**src/rtl/tmfr_pkg.sv**
```systemverilog
package tmfr_pkg;
   // Clock and timing
   localparam int CLK_HZ          = 20_000_000;
   localparam int CONV_PERIOD_MS  = 1000;
   localparam int RST_TIMEOUT_MS  = 180;
   localparam int CONV_CYCLES     = CLK_HZ / 1000 * CONV_PERIOD_MS;
   localparam int RST_CYCLES      = CLK_HZ / 1000 * RST_TIMEOUT_MS;
   localparam int ALARM_CYCLES    = 3;
   localparam int STRAP_WAIT      = 3;

   // Register offsets
   localparam logic [7:0] OFS_REMOTE_TEMP  = 8'h20;
   localparam logic [7:0] OFS_LOCAL_TEMP   = 8'h21;
   localparam logic [7:0] OFS_REMOTE_LIMIT = 8'h22;
   localparam logic [7:0] OFS_LOCAL_LIMIT  = 8'h23;
   localparam logic [7:0] OFS_FAN_SPEED    = 8'h24;
   localparam logic [7:0] OFS_CONFIG       = 8'h40;
   localparam logic [7:0] OFS_STATUS       = 8'h41;
   localparam logic [7:0] OFS_MASK         = 8'h42;

   // Configuration fields
   localparam int CFG_INT_EN  = 1;
   localparam int CFG_FAN_ON  = 5;
   localparam int CFG_GIN_INV = 6;

   // Status fields
   localparam int ST_REMOTE_HI = 0;
   localparam int ST_LOCAL_HI  = 1;
   localparam int ST_DEF_TRIP  = 2;
   localparam int ST_EXT_ALARM = 3;
   localparam int ST_GIN       = 4;
   localparam int ST_EVENTS    = 4;

   // Reset values
   localparam logic [7:0] CONFIG_RST   = 8'h20;
   localparam logic [7:0] MASK_RST     = 8'h00;
   localparam logic [7:0] FAN_RST      = 8'h00;
   localparam logic [7:0] LIMIT_RST    = 8'h46;
   localparam logic [7:0] DEF_LIMIT    = 8'h55;
   localparam logic [7:0] DAC_FULL     = 8'hff;
   localparam logic [7:0] DAC_ZERO     = 8'h00;

   // Address: upper five bits arbitrary, bit 1 zero, bit 0 from the strap
   localparam logic [4:0] SMB_ADDR_HI  = 5'h0b;

   typedef enum logic [3:0] {
      SMB_IDLE    = 4'h0,
      SMB_ADDR    = 4'h1,
      SMB_ADDR_ACK = 4'h3,
      SMB_PTR     = 4'h2,
      SMB_PTR_ACK = 4'h6,
      SMB_WR      = 4'h7,
      SMB_WR_ACK  = 4'h5,
      SMB_RD      = 4'h4,
      SMB_RD_ACK  = 4'hc
   } tmfr_smb_e;
endpackage

```
**src/rtl/tmfr_rst_if.sv**
```systemverilog
interface tmfr_rst_if;
   logic req;
   logic active;
   modport gen (input req, output active);
   modport mon (output req, input active);
endinterface

```
**src/rtl/tmfr_reset_stretch.sv**
```systemverilog
module tmfr_reset_stretch
   import tmfr_pkg::*;
#(
   parameter int HOLD_CYCLES = RST_CYCLES
) (
   // Clock and reset
   input  wire logic clk_in,
   input  wire logic rst_in,
   // Request and stretched level
   tmfr_rst_if.gen   rif
);
   localparam int CW = $clog2(HOLD_CYCLES + 1);
   localparam logic [CW-1:0] HOLD_LAST = CW'(HOLD_CYCLES - 1);

   logic [CW-1:0] cnt_reg;

   // Asserted while requested, then held for the timeout
   always_ff @(posedge clk_in) begin
      if (rst_in) begin
         cnt_reg    <= '0;
         rif.active <= 1'b1;
      end else if (rif.req) begin
         cnt_reg    <= '0;
         rif.active <= 1'b1;
      end else if (rif.active) begin
         if (cnt_reg == HOLD_LAST) begin
            rif.active <= 1'b0;
         end else begin
            cnt_reg <= cnt_reg + 1'b1;
         end
      end
   end
endmodule

```
**src/rtl/tmfr_top.sv**
```systemverilog
// How it works
// - Temperature words are 8-bit two's complement, compared signed.
// - Limit violations set sticky status; unmasked ones pull the interrupt low.
// - Interrupt output works only with config bit 1 set; cleared at reset.
// - Alarm pin driven low after three consecutive over-default conversions.
// - Outside main reset, exceeding a default limit forces the fan code to full scale.
// - External low on the alarm pin sets status and holds fan full scale.
// - Fan-off request pin follows config bit 5; fan code untouched.
// - Status bit 4 shows general input, inverted when config bit 6 set.
// - Manual reset low asserts main reset, held about 180 ms after release.
// - Main reset from low supply, manual reset or aux reset, then timeout.
// - Aux reset follows low aux supply plus timeout; pin may be pulled externally.
// - During main reset fan code is zero, or all ones with alarm low.
// - Address strap sampled once after power-on sets address bit 0; bit 1 is zero.
// - Fan pin high at power-up selects NAND-tree test on the strap pin.
// - One conversion per second from a cycle counter.
module tmfr_top
   import tmfr_pkg::*;
#(
   parameter int         CONV_CYCLES_P = CONV_CYCLES,
   parameter int         RST_CYCLES_P  = RST_CYCLES,
   parameter logic [7:0] DEF_LIMIT_P   = DEF_LIMIT
) (
   // Clock and reset
   input  wire logic       clk_in,
   input  wire logic       rst_in,
   // Converter results
   input  wire logic [7:0] remote_temp_in,
   input  wire logic [7:0] local_temp_in,
   // SMBus
   input  wire logic       scl_in,
   input  wire logic       sda_in,
   output logic            sda_out,
   output logic            sda_oe_out,
   // Thermal alarm pin
   input  wire logic       overtemp_alarm_n_in,
   output logic            overtemp_alarm_n_out,
   output logic            overtemp_alarm_n_oe_out,
   // Fan control, interrupt and general input
   output logic [7:0]      fan_speed_dac_out,
   output logic            fan_dac_oe_out,
   input  wire logic       fan_dac_test_in,
   output logic            fan_off_n_out,
   output logic            int_n_out,
   input  wire logic       general_input_in,
   // Strap and test pin
   input  wire logic       addr_strap_test_in,
   output logic            addr_strap_test_out,
   output logic            addr_strap_test_oe_out,
   // Supervisors
   input  wire logic       main_supply_monitor_in,
   input  wire logic       aux_supply_in,
   input  wire logic       manual_reset_n_in,
   input  wire logic       aux_reset_n_in,
   output logic            aux_reset_n_out,
   output logic            aux_reset_n_oe_out,
   output logic            main_reset_n_out
);
   localparam int CCW = $clog2(CONV_CYCLES_P + 1);
   localparam logic [CCW-1:0] CONV_LAST = CCW'(CONV_CYCLES_P - 1);

   // Pin synchronisers
   localparam int NS = 10;
   logic [NS-1:0] sync1_reg;
   logic [NS-1:0] sync2_reg;
   always_ff @(posedge clk_in) begin
      sync1_reg <= {scl_in, sda_in, overtemp_alarm_n_in, aux_reset_n_in, manual_reset_n_in,
                    main_supply_monitor_in, aux_supply_in, general_input_in,
                    addr_strap_test_in, fan_dac_test_in};
      sync2_reg <= sync1_reg;
   end
   logic s_scl, s_sda, s_alarm_n, s_aux_n, s_man_n, s_main_ok, s_aux_ok, s_gin, s_strap, s_test;
   assign {s_scl, s_sda, s_alarm_n, s_aux_n, s_man_n, s_main_ok, s_aux_ok, s_gin, s_strap,
           s_test} = sync2_reg;

   // Registers
   logic [7:0] cfg_reg, mask_reg, fan_reg, rlim_reg, llim_reg, rtemp_reg, ltemp_reg;
   logic [ST_EVENTS-1:0] stat_reg;
   logic        wr_stb, rd_stb;
   logic [7:0]  ptr_reg, wdata_reg, rdata;

   // Power-on strap capture
   logic [1:0] strap_cnt_reg;
   logic       strap_done_reg, addr_lsb_reg, test_mode_reg;
   always_ff @(posedge clk_in) begin
      if (rst_in) begin
         strap_cnt_reg  <= 2'h0;
         strap_done_reg <= 1'b0;
         addr_lsb_reg   <= 1'b0;
         test_mode_reg  <= 1'b0;
      end else if (!strap_done_reg) begin
         strap_cnt_reg <= strap_cnt_reg + 2'h1;
         if (strap_cnt_reg == 2'(STRAP_WAIT)) begin
            strap_done_reg <= 1'b1;
            addr_lsb_reg   <= s_strap;
            test_mode_reg  <= s_test;
         end
      end
   end

   // Conversion tick and result capture
   logic [CCW-1:0] conv_cnt_reg;
   logic           tick_reg;
   always_ff @(posedge clk_in) begin
      if (rst_in) begin
         conv_cnt_reg <= '0;
         tick_reg     <= 1'b0;
         rtemp_reg    <= 8'h00;
         ltemp_reg    <= 8'h00;
      end else begin
         tick_reg <= (conv_cnt_reg == CONV_LAST);
         conv_cnt_reg <= (conv_cnt_reg == CONV_LAST) ? '0 : conv_cnt_reg + 1'b1;
         if (conv_cnt_reg == CONV_LAST) begin
            rtemp_reg <= remote_temp_in;
            ltemp_reg <= local_temp_in;
         end
      end
   end

   logic remote_hi, local_hi, def_trip;
   assign remote_hi = $signed(rtemp_reg) > $signed(rlim_reg);
   assign local_hi  = $signed(ltemp_reg) > $signed(llim_reg);
   assign def_trip  = ($signed(rtemp_reg) > $signed(DEF_LIMIT_P)) ||
                      ($signed(ltemp_reg) > $signed(DEF_LIMIT_P));

   // Alarm pin drive after three consecutive trips
   logic [1:0] trip_cnt_reg;
   logic       alarm_oe_reg;
   logic [2:0] alarm_oe_hist_reg;
   always_ff @(posedge clk_in) begin
      if (rst_in) begin
         trip_cnt_reg      <= 2'h0;
         alarm_oe_reg      <= 1'b0;
         alarm_oe_hist_reg <= 3'h0;
      end else begin
         alarm_oe_hist_reg <= {alarm_oe_hist_reg[1:0], alarm_oe_reg};
         if (tick_reg) begin
            if (!def_trip) begin
               trip_cnt_reg <= 2'h0;
               alarm_oe_reg <= 1'b0;
            end else if (trip_cnt_reg == 2'(ALARM_CYCLES - 1)) begin
               alarm_oe_reg <= 1'b1;
            end else begin
               trip_cnt_reg <= trip_cnt_reg + 2'h1;
            end
         end
      end
   end

   logic ext_alarm, alarm_low;
   assign ext_alarm = !s_alarm_n && !alarm_oe_reg && (alarm_oe_hist_reg == 3'h0);
   assign alarm_low = !s_alarm_n || alarm_oe_reg;

   // Sticky status; a new event wins over the read clear
   logic [ST_EVENTS-1:0] stat_set;
   assign stat_set = {ext_alarm, alarm_oe_reg, local_hi, remote_hi};
   always_ff @(posedge clk_in) begin
      if (rst_in) begin
         stat_reg <= '0;
      end else begin
         stat_reg <= (rd_stb && ptr_reg == OFS_STATUS ? '0 : stat_reg) | stat_set;
      end
   end

   // Register writes
   always_ff @(posedge clk_in) begin
      if (rst_in) begin
         cfg_reg  <= CONFIG_RST;
         mask_reg <= MASK_RST;
         fan_reg  <= FAN_RST;
         rlim_reg <= LIMIT_RST;
         llim_reg <= LIMIT_RST;
      end else if (wr_stb) begin
         case (ptr_reg)
            OFS_CONFIG:       cfg_reg  <= wdata_reg;
            OFS_MASK:         mask_reg <= wdata_reg;
            OFS_FAN_SPEED:    fan_reg  <= wdata_reg;
            OFS_REMOTE_LIMIT: rlim_reg <= wdata_reg;
            OFS_LOCAL_LIMIT:  llim_reg <= wdata_reg;
            default:          ;
         endcase
      end
   end

   always_comb begin
      case (ptr_reg)
         OFS_REMOTE_TEMP:  rdata = rtemp_reg;
         OFS_LOCAL_TEMP:   rdata = ltemp_reg;
         OFS_REMOTE_LIMIT: rdata = rlim_reg;
         OFS_LOCAL_LIMIT:  rdata = llim_reg;
         OFS_FAN_SPEED:    rdata = fan_reg;
         OFS_CONFIG:       rdata = cfg_reg;
         OFS_MASK:         rdata = mask_reg;
         OFS_STATUS:       rdata = {3'h0, s_gin ^ cfg_reg[CFG_GIN_INV], stat_reg};
         default:          rdata = 8'h00;
      endcase
   end

   // SMBus slave
   tmfr_smb_e  smb_reg;
   logic       scl_d_reg, sda_d_reg, rw_reg, sda_oe_reg;
   logic [3:0] bit_cnt_reg;
   logic [7:0] shift_reg;
   logic       scl_rise, scl_fall, start_c, stop_c;
   assign scl_rise = s_scl && !scl_d_reg;
   assign scl_fall = !s_scl && scl_d_reg;
   assign start_c  = s_scl && scl_d_reg && sda_d_reg && !s_sda;
   assign stop_c   = s_scl && scl_d_reg && !sda_d_reg && s_sda;

   always_ff @(posedge clk_in) begin
      if (rst_in) begin
         smb_reg     <= SMB_IDLE;
         scl_d_reg   <= 1'b1;
         sda_d_reg   <= 1'b1;
         rw_reg      <= 1'b0;
         sda_oe_reg  <= 1'b0;
         bit_cnt_reg <= 4'h0;
         shift_reg   <= 8'h00;
         ptr_reg     <= 8'h00;
         wdata_reg   <= 8'h00;
         wr_stb      <= 1'b0;
         rd_stb      <= 1'b0;
      end else begin
         scl_d_reg <= s_scl;
         sda_d_reg <= s_sda;
         wr_stb    <= 1'b0;
         rd_stb    <= 1'b0;
         if (start_c) begin
            smb_reg     <= SMB_ADDR;
            bit_cnt_reg <= 4'h0;
            sda_oe_reg  <= 1'b0;
         end else if (stop_c) begin
            smb_reg    <= SMB_IDLE;
            sda_oe_reg <= 1'b0;
         end else if (scl_rise) begin
            if (smb_reg == SMB_ADDR || smb_reg == SMB_PTR || smb_reg == SMB_WR) begin
               shift_reg   <= {shift_reg[6:0], s_sda};
               bit_cnt_reg <= bit_cnt_reg + 4'h1;
            end else if (smb_reg == SMB_RD_ACK) begin
               rw_reg <= !s_sda;
            end
         end else if (scl_fall) begin
            case (smb_reg)
               SMB_ADDR: if (bit_cnt_reg == 4'h8) begin
                  if (shift_reg[7:1] == {SMB_ADDR_HI, 1'b0, addr_lsb_reg} && strap_done_reg
                      && !test_mode_reg) begin
                     smb_reg    <= SMB_ADDR_ACK;
                     rw_reg     <= shift_reg[0];
                     sda_oe_reg <= 1'b1;
                  end else begin
                     smb_reg <= SMB_IDLE;
                  end
               end
               SMB_ADDR_ACK, SMB_RD_ACK: begin
                  bit_cnt_reg <= 4'h0;
                  if (!rw_reg) begin
                     smb_reg    <= (smb_reg == SMB_RD_ACK) ? SMB_IDLE : SMB_PTR;
                     sda_oe_reg <= 1'b0;
                  end else begin
                     smb_reg     <= SMB_RD;
                     shift_reg   <= rdata;
                     sda_oe_reg  <= !rdata[7];
                     bit_cnt_reg <= 4'h1;
                     rd_stb      <= 1'b1;
                  end
               end
               SMB_PTR: if (bit_cnt_reg == 4'h8) begin
                  smb_reg    <= SMB_PTR_ACK;
                  ptr_reg    <= shift_reg;
                  sda_oe_reg <= 1'b1;
               end
               SMB_PTR_ACK, SMB_WR_ACK: begin
                  smb_reg     <= SMB_WR;
                  bit_cnt_reg <= 4'h0;
                  sda_oe_reg  <= 1'b0;
               end
               SMB_WR: if (bit_cnt_reg == 4'h8) begin
                  smb_reg    <= SMB_WR_ACK;
                  wdata_reg  <= shift_reg;
                  wr_stb     <= 1'b1;
                  sda_oe_reg <= 1'b1;
               end
               SMB_RD: begin
                  if (bit_cnt_reg == 4'h8) begin
                     smb_reg    <= SMB_RD_ACK;
                     sda_oe_reg <= 1'b0;
                  end else begin
                     shift_reg   <= {shift_reg[6:0], 1'b0};
                     sda_oe_reg  <= !shift_reg[6];
                     bit_cnt_reg <= bit_cnt_reg + 4'h1;
                  end
               end
               default: ;
            endcase
         end
      end
   end

   // Supervisors
   tmfr_rst_if aux_if ();
   tmfr_rst_if main_if ();
   assign aux_if.req  = !s_aux_ok;
   assign main_if.req = !s_main_ok || !s_man_n || !s_aux_n || aux_if.active;

   tmfr_reset_stretch #(.HOLD_CYCLES(RST_CYCLES_P)) u_aux_stretch (
      .clk_in (clk_in),
      .rst_in (rst_in),
      .rif    (aux_if)
   );
   tmfr_reset_stretch #(.HOLD_CYCLES(RST_CYCLES_P)) u_main_stretch (
      .clk_in (clk_in),
      .rst_in (rst_in),
      .rif    (main_if)
   );

   // Output pins
   always_ff @(posedge clk_in) begin
      if (rst_in) begin
         sda_out                 <= 1'b0;
         sda_oe_out              <= 1'b0;
         overtemp_alarm_n_out    <= 1'b0;
         overtemp_alarm_n_oe_out <= 1'b0;
         fan_speed_dac_out       <= DAC_ZERO;
         fan_dac_oe_out          <= 1'b0;
         fan_off_n_out           <= 1'b1;
         int_n_out               <= 1'b1;
         addr_strap_test_out     <= 1'b0;
         addr_strap_test_oe_out  <= 1'b0;
         aux_reset_n_out         <= 1'b0;
         aux_reset_n_oe_out      <= 1'b1;
         main_reset_n_out        <= 1'b0;
      end else begin
         sda_oe_out              <= sda_oe_reg;
         overtemp_alarm_n_oe_out <= alarm_oe_reg;
         if (main_if.active) begin
            fan_speed_dac_out <= alarm_low ? DAC_FULL : DAC_ZERO;
         end else if (alarm_low || def_trip) begin
            fan_speed_dac_out <= DAC_FULL;
         end else begin
            fan_speed_dac_out <= fan_reg;
         end
         fan_dac_oe_out         <= strap_done_reg && !test_mode_reg;
         fan_off_n_out          <= cfg_reg[CFG_FAN_ON];
         int_n_out              <= !(cfg_reg[CFG_INT_EN] &&
                                     |(stat_reg & ~mask_reg[ST_EVENTS-1:0]));
         addr_strap_test_oe_out <= test_mode_reg;
         addr_strap_test_out    <= !(s_scl & s_sda & s_alarm_n & s_man_n & s_aux_n &
                                     s_gin);
         aux_reset_n_oe_out     <= aux_if.active;
         main_reset_n_out       <= !main_if.active;
      end
   end
endmodule

```
**config.mk**
```make
export PLATFORM = sky130hd
export DESIGN_NAME = tmfr_top
export DESIGN_NICKNAME = d
export VERILOG_FILES = /design/src/rtl/tmfr_pkg.sv /design/src/rtl/tmfr_rst_if.sv /design/src/rtl/tmfr_reset_stretch.sv /design/src/rtl/tmfr_top.sv
export SDC_FILE = /design/constraint.sdc
export NUM_CORES = 1
export LEC_CHECK = 0
export BUFFER_PORTS_ARGS = -buffer_cell sky130_fd_sc_hd__clkbuf_2
export CAP_MARGIN = 20
export CORE_ASPECT_RATIO = 0.5
export CORE_UTILIZATION = 64
export CTS_BUF_LIST = sky130_fd_sc_hd__clkbuf_4
export DETAILED_ROUTE_END_ITERATION = 8
export PLACE_DENSITY = 0.84
export SYNTH_ARGS = -nofsm -noshare
export SYNTH_HDL_FRONTEND = slang
export SYNTH_SLANG_ARGS = --single-unit
```
**constraint.sdc**
```tcl
create_clock -name clk_in -period 2.9 [get_ports clk_in]
set_clock_uncertainty 0.05 [all_clocks]
set_input_delay 0.145 -clock clk_in [delete_from_list [all_inputs] [get_ports clk_in]]
set_output_delay 0.145 -clock clk_in [all_outputs]
set_load 0.01 [all_outputs]
```
==> results of run 1 <==
cell usage after synthesis (3+ instances only):
cell type,number
and2_1,4
ha_1,27
or3_1,13
nor3b_1,3
o21ai_0,36
clkbuf_1,32
a21o_1,5
or2_2,9
inv_1,44
nor3_2,4
a311oi_2,5
a31oi_1,5
a21oi_1,65
nand3b_1,3
o211ai_1,7
and4_1,4
buf_4,6
a211oi_1,7
nor2_1,154
nand3_1,45
buf_2,10
a22o_1,11
or4_1,7
o31ai_1,3
o21ai_1,7
and3_1,14
xnor2_1,20
nand2_1,110
mux2_2,3
a22oi_1,7
nor4b_1,8
nor4_1,5
dfxtp_1,217
nand4_1,25
buf_1,7
xor2_1,39
or4b_1,5
mux2i_1,47
nand2b_1,5
a211o_1,8
o32ai_1,4
nor3_1,17
nor2b_1,14
routing by layer:
layer | vias to the layer above | share of wire, %
met5 | - | 0
met3 | 64 | 7.2
met1 | 3985 | 44
met2 | 301 | 46
met4 | 0 | 2.5
li1 | 4094 | -
where the power goes:
part / internal, W / total (W) / switching, W
sequential: 0.00302 / 0.00306 / 0.0000331
clock: 0.00114 / 0.00233 / 0.00119
combinational: 0.0000849 / 0.000192 / 0.000107
worst max path at each step:
stage,end,slack [ns]
after floorplan,bit_cnt_reg[3]$_SDFFE_PP0P_,0.69
after global placement,shift_reg[5]$_SDFFE_PP0P_,0.39
after detailed placement,shift_reg[7]$_SDFFE_PP0P_,0.32
after CTS,shift_reg[5]$_SDFFE_PP0P_,0.29
after global routing,shift_reg[0]$_SDFFE_PP0P_,0.17
final,shift_reg[1]$_SDFFE_PP0P_,0.42
timing repair:
action / in CTS / in global routing
hold buffers: 27 / 0
endpoints found under the hold margin: 48 / 0
setup endpoints to repair: 0 / 0
cell type report:
cell class,instances,area (sq um),share of cell area [%]
clock inverter,9,38.79,0.3532
clock buffer,73,548.0,4.991
inverter,44,165.2,1.504
antenna,1,2.502,0.02279
tap,198,247.7,2.256
timing repair buffer,92,650.6,5.925
multi-input combinational,799,4984,45.39
sequential,217,4344,39.56
cells in the final DEF (no fill, tap or decap), types with 6 or more instances in the layout:
cell type and n:
a211o_1 8, a211oi_1 6, a21oi_1 65, a22o_1 11
a22oi_1 7, and3_1 14, buf_4 22, clkbuf_2 43
clkbuf_4 73, dfxtp_1 217, dlygate4sd3_1 27, ha_1 27
inv_1 44, mux2i_1 47, nand2_1 110, nand3_1 45
nand4_1 25, nor2_1 154, nor2b_1 14, nor3_1 17
nor4b_1 8, o211ai_1 7, o21ai_0 36, o21ai_1 7
or2_2 9, or3_1 13, or4_1 7, xnor2_1 20
xor2_1 39
metrics by stage:
stage	area (sq um)	setup WS, ns	power (W)	hold slack, ns	instances
after floorplan	9729	0.6909	0.003222	0.1227	1115
after global placement	10110	0.3861	0.003275	0.1973	1322
after detailed placement	10110	0.3235	0.003282	0.1998	1322
after CTS	10970	0.2945	0.005599	0.08528	1431
after global routing	10980	0.1717	0.005801	0.09816	1433
final	10980	0.4232	0.005578	0.1180	1433
logic make-up (layout without fill, tap and decap cells):
logic type | after synthesis | in the layout | synth area share [%]
flops | 217 | 217 | 44.68
simple gates | 462 | 462 | 23.53
xor+xnor | 59 | 59 | 5.315
buf+inv | 99 | 218 | 4.183
fa+ha+maj | 28 | 28 | 3.578
other cells | 1 | 4 | 0.03857
compound gates | 197 | 197 | 13.49
mux | 50 | 50 | 5.187
==> results.md, run 1 <==
- Outcome: finished, final reports clean
- CP Depth: 5
- GRT met3 Usage: 7.653%
- Area Growth Syn to Fin: 12.95%
- Crit path required time: between 3 and 4 ns
- RR Endpoint: shift_reg[1]$_SDFFE_PP0P_
- Slowest cell on the critical path: nor4b_1
- Yosys cell types: between 70 and 80
- Period utilization: a little under nine tenths
- Hold depth: 2
- Worst slew margin: a little over two fifths
- Critical path arrival: around 3 ns
- Largest net degree at the start of global routing: 50
- Hold WC Path Type: in2reg
- Clk_lat worst skew: around 0.64 ns
- Unrepaired setup endpoints after global routing: no
- Top cells by area in the synthesized netlist: dfxtp_1 45%, nor2_1 5.9%, mux2i_1 4.8%
- Clk slew on worst S/H paths: 0.08 ns
- Met1 Usage GRT: about two fifths
- Share of cells above drive strength 1: between 10% and 20%
- DP HPWL: 16,470 um
- Slew @ Worst Pin: approximately 0.83 ns
- R2R depth: 5
- Vias in the first global route: approximately 7,900
- Drt drc: 0
- CP top delay family: simple AND/OR/NAND/NOR gates
- CP Max Fanout: 5
- Seq/Total Area, Yosys: 44.68%
- Busiest grt layer: met2
- Number of synthesized flops with an enable pin: 0
- Largest buffer count on any clock path: 3
- Critical path cell sequence: nor4b_1 -> nand2_1 -> o311ai_0 -> a22oi_1 -> a211oi_1
- Setup_tns: 0 ns
- Avg Synthesized Cell Area: a little under 9 sq um
- Critical path class: reg2reg
- GRT Util Overall: between 30% and 40%
- Max frequency: around 400 MHz
- GR Util met2: 53.90%
- Setup violators final: 0
- I/O pins: 48
- Starting Density: 66.31%
- CP max stage delay: about 0.75 ns
- Core ar.: 14,660 sq um
- Post-Synthesis Cell Area: 9722 sq um
- Ys async rst share: 0%
- CTS root buf: clkbuf_4
- Startpoint Class: flop
- # rows: 31
- Lkg Pwr: between 4 and 5 nW
- Vert. Die Dim: 89.15 um
- Clock Sinks: between 200 and 250
- DR vias: 8,444
- # fillers: ~1,100
- Final GP Congestion: ~0.92
- Die ar.: between 15,000 and 20,000 sq um
- Synthesis Warnings: 0
- FF-to-FF Start: ptr_reg[7]$_SDFFE_PP0P_
- Max FFs per register: 25
- Grt ovf: 0
- # Post-CTS Setup Buffers: 0
- Area share of the largest cell type after synthesis: ~45%
- Clock buffer count from CTS: between 40 and 50
- First-pass GRT wire length: 38,570 um
- Fin. max-slew vios: 0
- Worst Setup End Kind: flop
- Largest area contributor in the synthesized netlist: dfxtp_1
- Post-Synthesis Cells: around 1,100
- Final Hold Vio Count: 0
- H-tree levels: 2
- WP buf/inv: 0
- Die X: 176.3 um
- CTS tree: done
- Hold Path Origin: fan_dac_test_in
- Average wire per standard cell: about 17 um
- R2r setup slk: about 0.42 ns
- Core Util, Final: approximately 75%
- Post-synth top flop: dfxtp_1
- Initial antenna violation count: 2
- Peak VDD IR: between 0.0003 and 0.0004 V
- Final Critical Period: ~2.5 ns
- DR iter-0 viols: approximately 720
- Final Net Count: around 1,300
- Cts repair resizes: 0
- Number of synthesized register bits: 217
- Crit. Startpoint: ptr_reg[7]$_SDFFE_PP0P_
- Drt total wl: ~24,000 um
- Port buffer count: 44
- Vias/cell: 5.893
- Hold Path Sink: sync1_reg[0]$_DFF_P_
- PwrDens: roughly 510 nW/um^2
- ANT nets after route: 0
- Pre-antenna DRT Iters: 5
- Maxcap violations: 0
Power figures use the tool's default switching activity.
==> inputs of run 2 (changes only) <==
--- a/config.mk
+++ b/config.mk
@@ -7,8 +7,10 @@
 export LEC_CHECK = 0
 export BUFFER_PORTS_ARGS = -buffer_cell sky130_fd_sc_hd__clkbuf_2
 export CAP_MARGIN = 20
+export CELL_PAD_IN_SITES_DETAIL_PLACEMENT = 2
+export CELL_PAD_IN_SITES_GLOBAL_PLACEMENT = 2
 export CORE_ASPECT_RATIO = 0.5
-export CORE_UTILIZATION = 64
+export CORE_UTILIZATION = 40
 export CTS_BUF_LIST = sky130_fd_sc_hd__clkbuf_4
 export DETAILED_ROUTE_END_ITERATION = 8
 export PLACE_DENSITY = 0.84
==> results.md, run 2 (synthesis results as in run 1) <==
- Setup violators final: 5 (+5)
- # rows: 39 (+26%)
- ANT nets after route: 0 (unchanged)
- Vert. Die Dim: 112.2 um (+26%)
- Multi-input gate area: 4994 sq um (+0.20%)
- Slew @ Worst Pin: 0.8109 ns (-0.02289 ns)
- Peak VDD IR: 0.0002394 V (-29%)
- H-tree levels: 2 (unchanged)
- Average wire per standard cell: 30.22 um (+78%)
- Fin. max-slew vios: 0 (unchanged)
- Core ar.: 23,320 sq um (+59%)
- Final worst slack: -0.3957 ns (-0.8189 ns)
- Setup_tns: -0.5554 ns (-0.5554 ns)
- Port buffer count: 44 (unchanged)
- Startpoint Class: flop
- GRT Util Overall: 33.93% (+2.8 points)
- Clk slew on worst S/H paths: 0.12 ns (+0.04 ns)
- # fillers: 2,536 (+130%)
- Share of cells above drive strength 1: 14.56% (+0.54 points)
- DR iter-0 viols: 825 (+14%)
- Flop pwr share: 48.7% (-6.1 points)
- Period utilization: 113.6% (+28 points)
- Starting Density: 41.68% (-25 points)
- Critical path class: reg2reg
- Area Growth Syn to Fin: 16.96%
- Register Area: 4347 sq um (about the same)
- WL met2: 22,490 um (+100%)
- Worst slew margin: 45.54% (+1.9 points)
- Grt ovf: 0 (unchanged)
- CTS tree: done
- Clk_lat worst skew: 0.79 ns (+0.15 ns)
- Max frequency: 303.4 MHz (-25%)
- PwrDens: 555.0 nW/um^2 (+9.2%)
- Vias in the first global route: 10,700 (+36%)
- Vias/cell: 6.305 (+7.0%)
- Internal: 0.004518 W (+6.3%)
- Drt drc: 0 (unchanged)
- Final GP Congestion: 0.9143 (-0.45%)
- Die X: 222.5 um (+26%)
- Final Critical Period: 3.296 ns (+0.8189 ns)
- Hold WC Path Type: in2reg
- Outcome: finished with violations
- Slowest cell on the critical path: a311oi_2
- Cell area after layout: 11,370 sq um (+3.6%)
- Commonest non-fill, non-tap cell in the layout: dfxtp_1
- DR vias: 9,893 (+17%)
- CTS root buf: clkbuf_4
- First-pass GRT wire length: 65,350 um (+69%)
- NetSw: 0.001793 W (+35%)
- Most frequent cells in the layout: 215 x dfxtp_1, 153 x nor2_1, 110 x nand2_1
- Die ar.: 24,970 sq um (+59%)
- Final Net Count: 1,274 (+1.4%)
- Clock Sinks: 217 (unchanged)
- Maxcap violations: 0 (unchanged)
- Pre-antenna DRT Iters: 5 (unchanged)
- Crit path required time: 3.41 ns (about the same)
- Worst Setup End Kind: flop
- Initial antenna violation count: 4 (+2)
- Proportion of power drawn by the clock network: 47.3% (+5.5 points)
- Max Used Layer: met5
- CP Max Fanout: 7 (+2)
- Placed cell area: 10,290 sq um (+1.8%)
- Sw Ratio: 28.41% (+4.6 points)
- Metal1 wirelength: 17,410 um (+62%)
- Critical path cell sequence: or4b_1 -> nor2_1 -> a22oi_1 -> nor3_1 -> o21ai_1 -> a311oi_2
- Max FFs per register: 25 (unchanged)
- DP HPWL: 21,770 um (+32%)
- Largest net degree at the start of global routing: 50 (unchanged)
- Largest buffer count on any clock path: 3 (unchanged)
- WL met3: 4011 um (+130%)
- I/O pins: 48 (unchanged)
- Critical path arrival: 3.80 ns (+0.82 ns)
- Total power: 0.006311 W (+13%)
- Drt total wl: 47,420 um (+95%)
- Comb pwr share: 4.1% (+0.7 points)
- Final Hold Vio Count: 0 (unchanged)
- CP max stage delay: 0.70 ns (-0.05 ns)
- Clock buffer count from CTS: 51 (+8.5%)
- Lkg Pwr: 4.157 nW (+2.7%)
- Violations in the final reports: negative setup slack
[run 2: cell count changes in the layout (fill, tap and decap cells not counted), sizes merged]
cell / delta
buf: +9
dlygate4sd3: +5
diode: +4
clkbuf: -2
bufinv: +3
clkinv: +8
[run 2: power by group through the flow]
| stage | Sequential [W] | Combinational [W] | Clock [W] |
|---|---|---|---|
| after floorplan | 0.00312 | 0.000105 | 0 |
| after global placement | 0.00312 | 0.000161 | 0 |
| after detailed placement | 0.00313 | 0.000175 | 0 |
| after CTS | 0.00306 | 0.000222 | 0.00282 |
| after global routing | 0.00307 | 0.000267 | 0.00312 |
| final | 0.00307 | 0.000256 | 0.00298 |
[run 2: timing repair]
item / in CTS / in global routing
buffers inserted: 0 / 4
hold buffers: 32 / 0
pin swaps: 0 / 1
endpoints found under the setup margin: 6 / 5
endpoints found under the hold margin: 41 / 0
gates resized for setup: 1 / 3
[run 2: per-layer routing]
metal | GRT usage [%] | vias up
li1 | - | 4139
met3 | 7.801 | 271
met5 | 0 | -
met2 | 60.44 | 579
met1 | 37.60 | 4900
met4 | 19.45 | 4
[run 2: cell type report]
cell class	count	area share, %
diodes	5	0.1100
clock buffers	71	4.688
clock inverters	20	1.364
inverters	44	1.452
multi-input cells	799	43.92
flip-flops and latches	217	38.23
well taps	307	3.378
repair buffers	106	6.866
[run 2: final timing paths]
check	from	endpoint	slack, ns	cells past startpoint
min	main_supply_monitor_in	sync1_reg[4]$_DFF_P_	0.02	2
max reg2reg	ptr_reg[6]$_SDFFE_PP0P_	shift_reg[4]$_SDFFE_PP0P_	-0.40	6
max	ptr_reg[6]$_SDFFE_PP0P_	shift_reg[4]$_SDFFE_PP0P_	-0.40	6
min reg2reg	sync1_reg[8]$_DFF_P_	sync2_reg[8]$_DFF_P_	0.29	0
[run 2: per-stage QoR]
stage	hold slack, ns	worst slack (ns)	std cells	utilization, %
floorplan	0.1227	0.6909	1115	-
global placement	0.1977	0.3837	1437	44.14
detailed placement	0.2019	0.1308	1437	44.14
CTS	0.01117	0.2409	1560	48.49
global route	0.01509	-0.4589	1566	48.72
finish	0.02279	-0.3957	1569	48.75
[run 2: critical path: cells and delay by family, from the launching register on]
family / cells / cell delay [ns]
AND/OR/NAND/NOR: 3 / 1.44
AO/OA/AOI/OAI: 3 / 1.15
flip-flops: 1 / 0.47
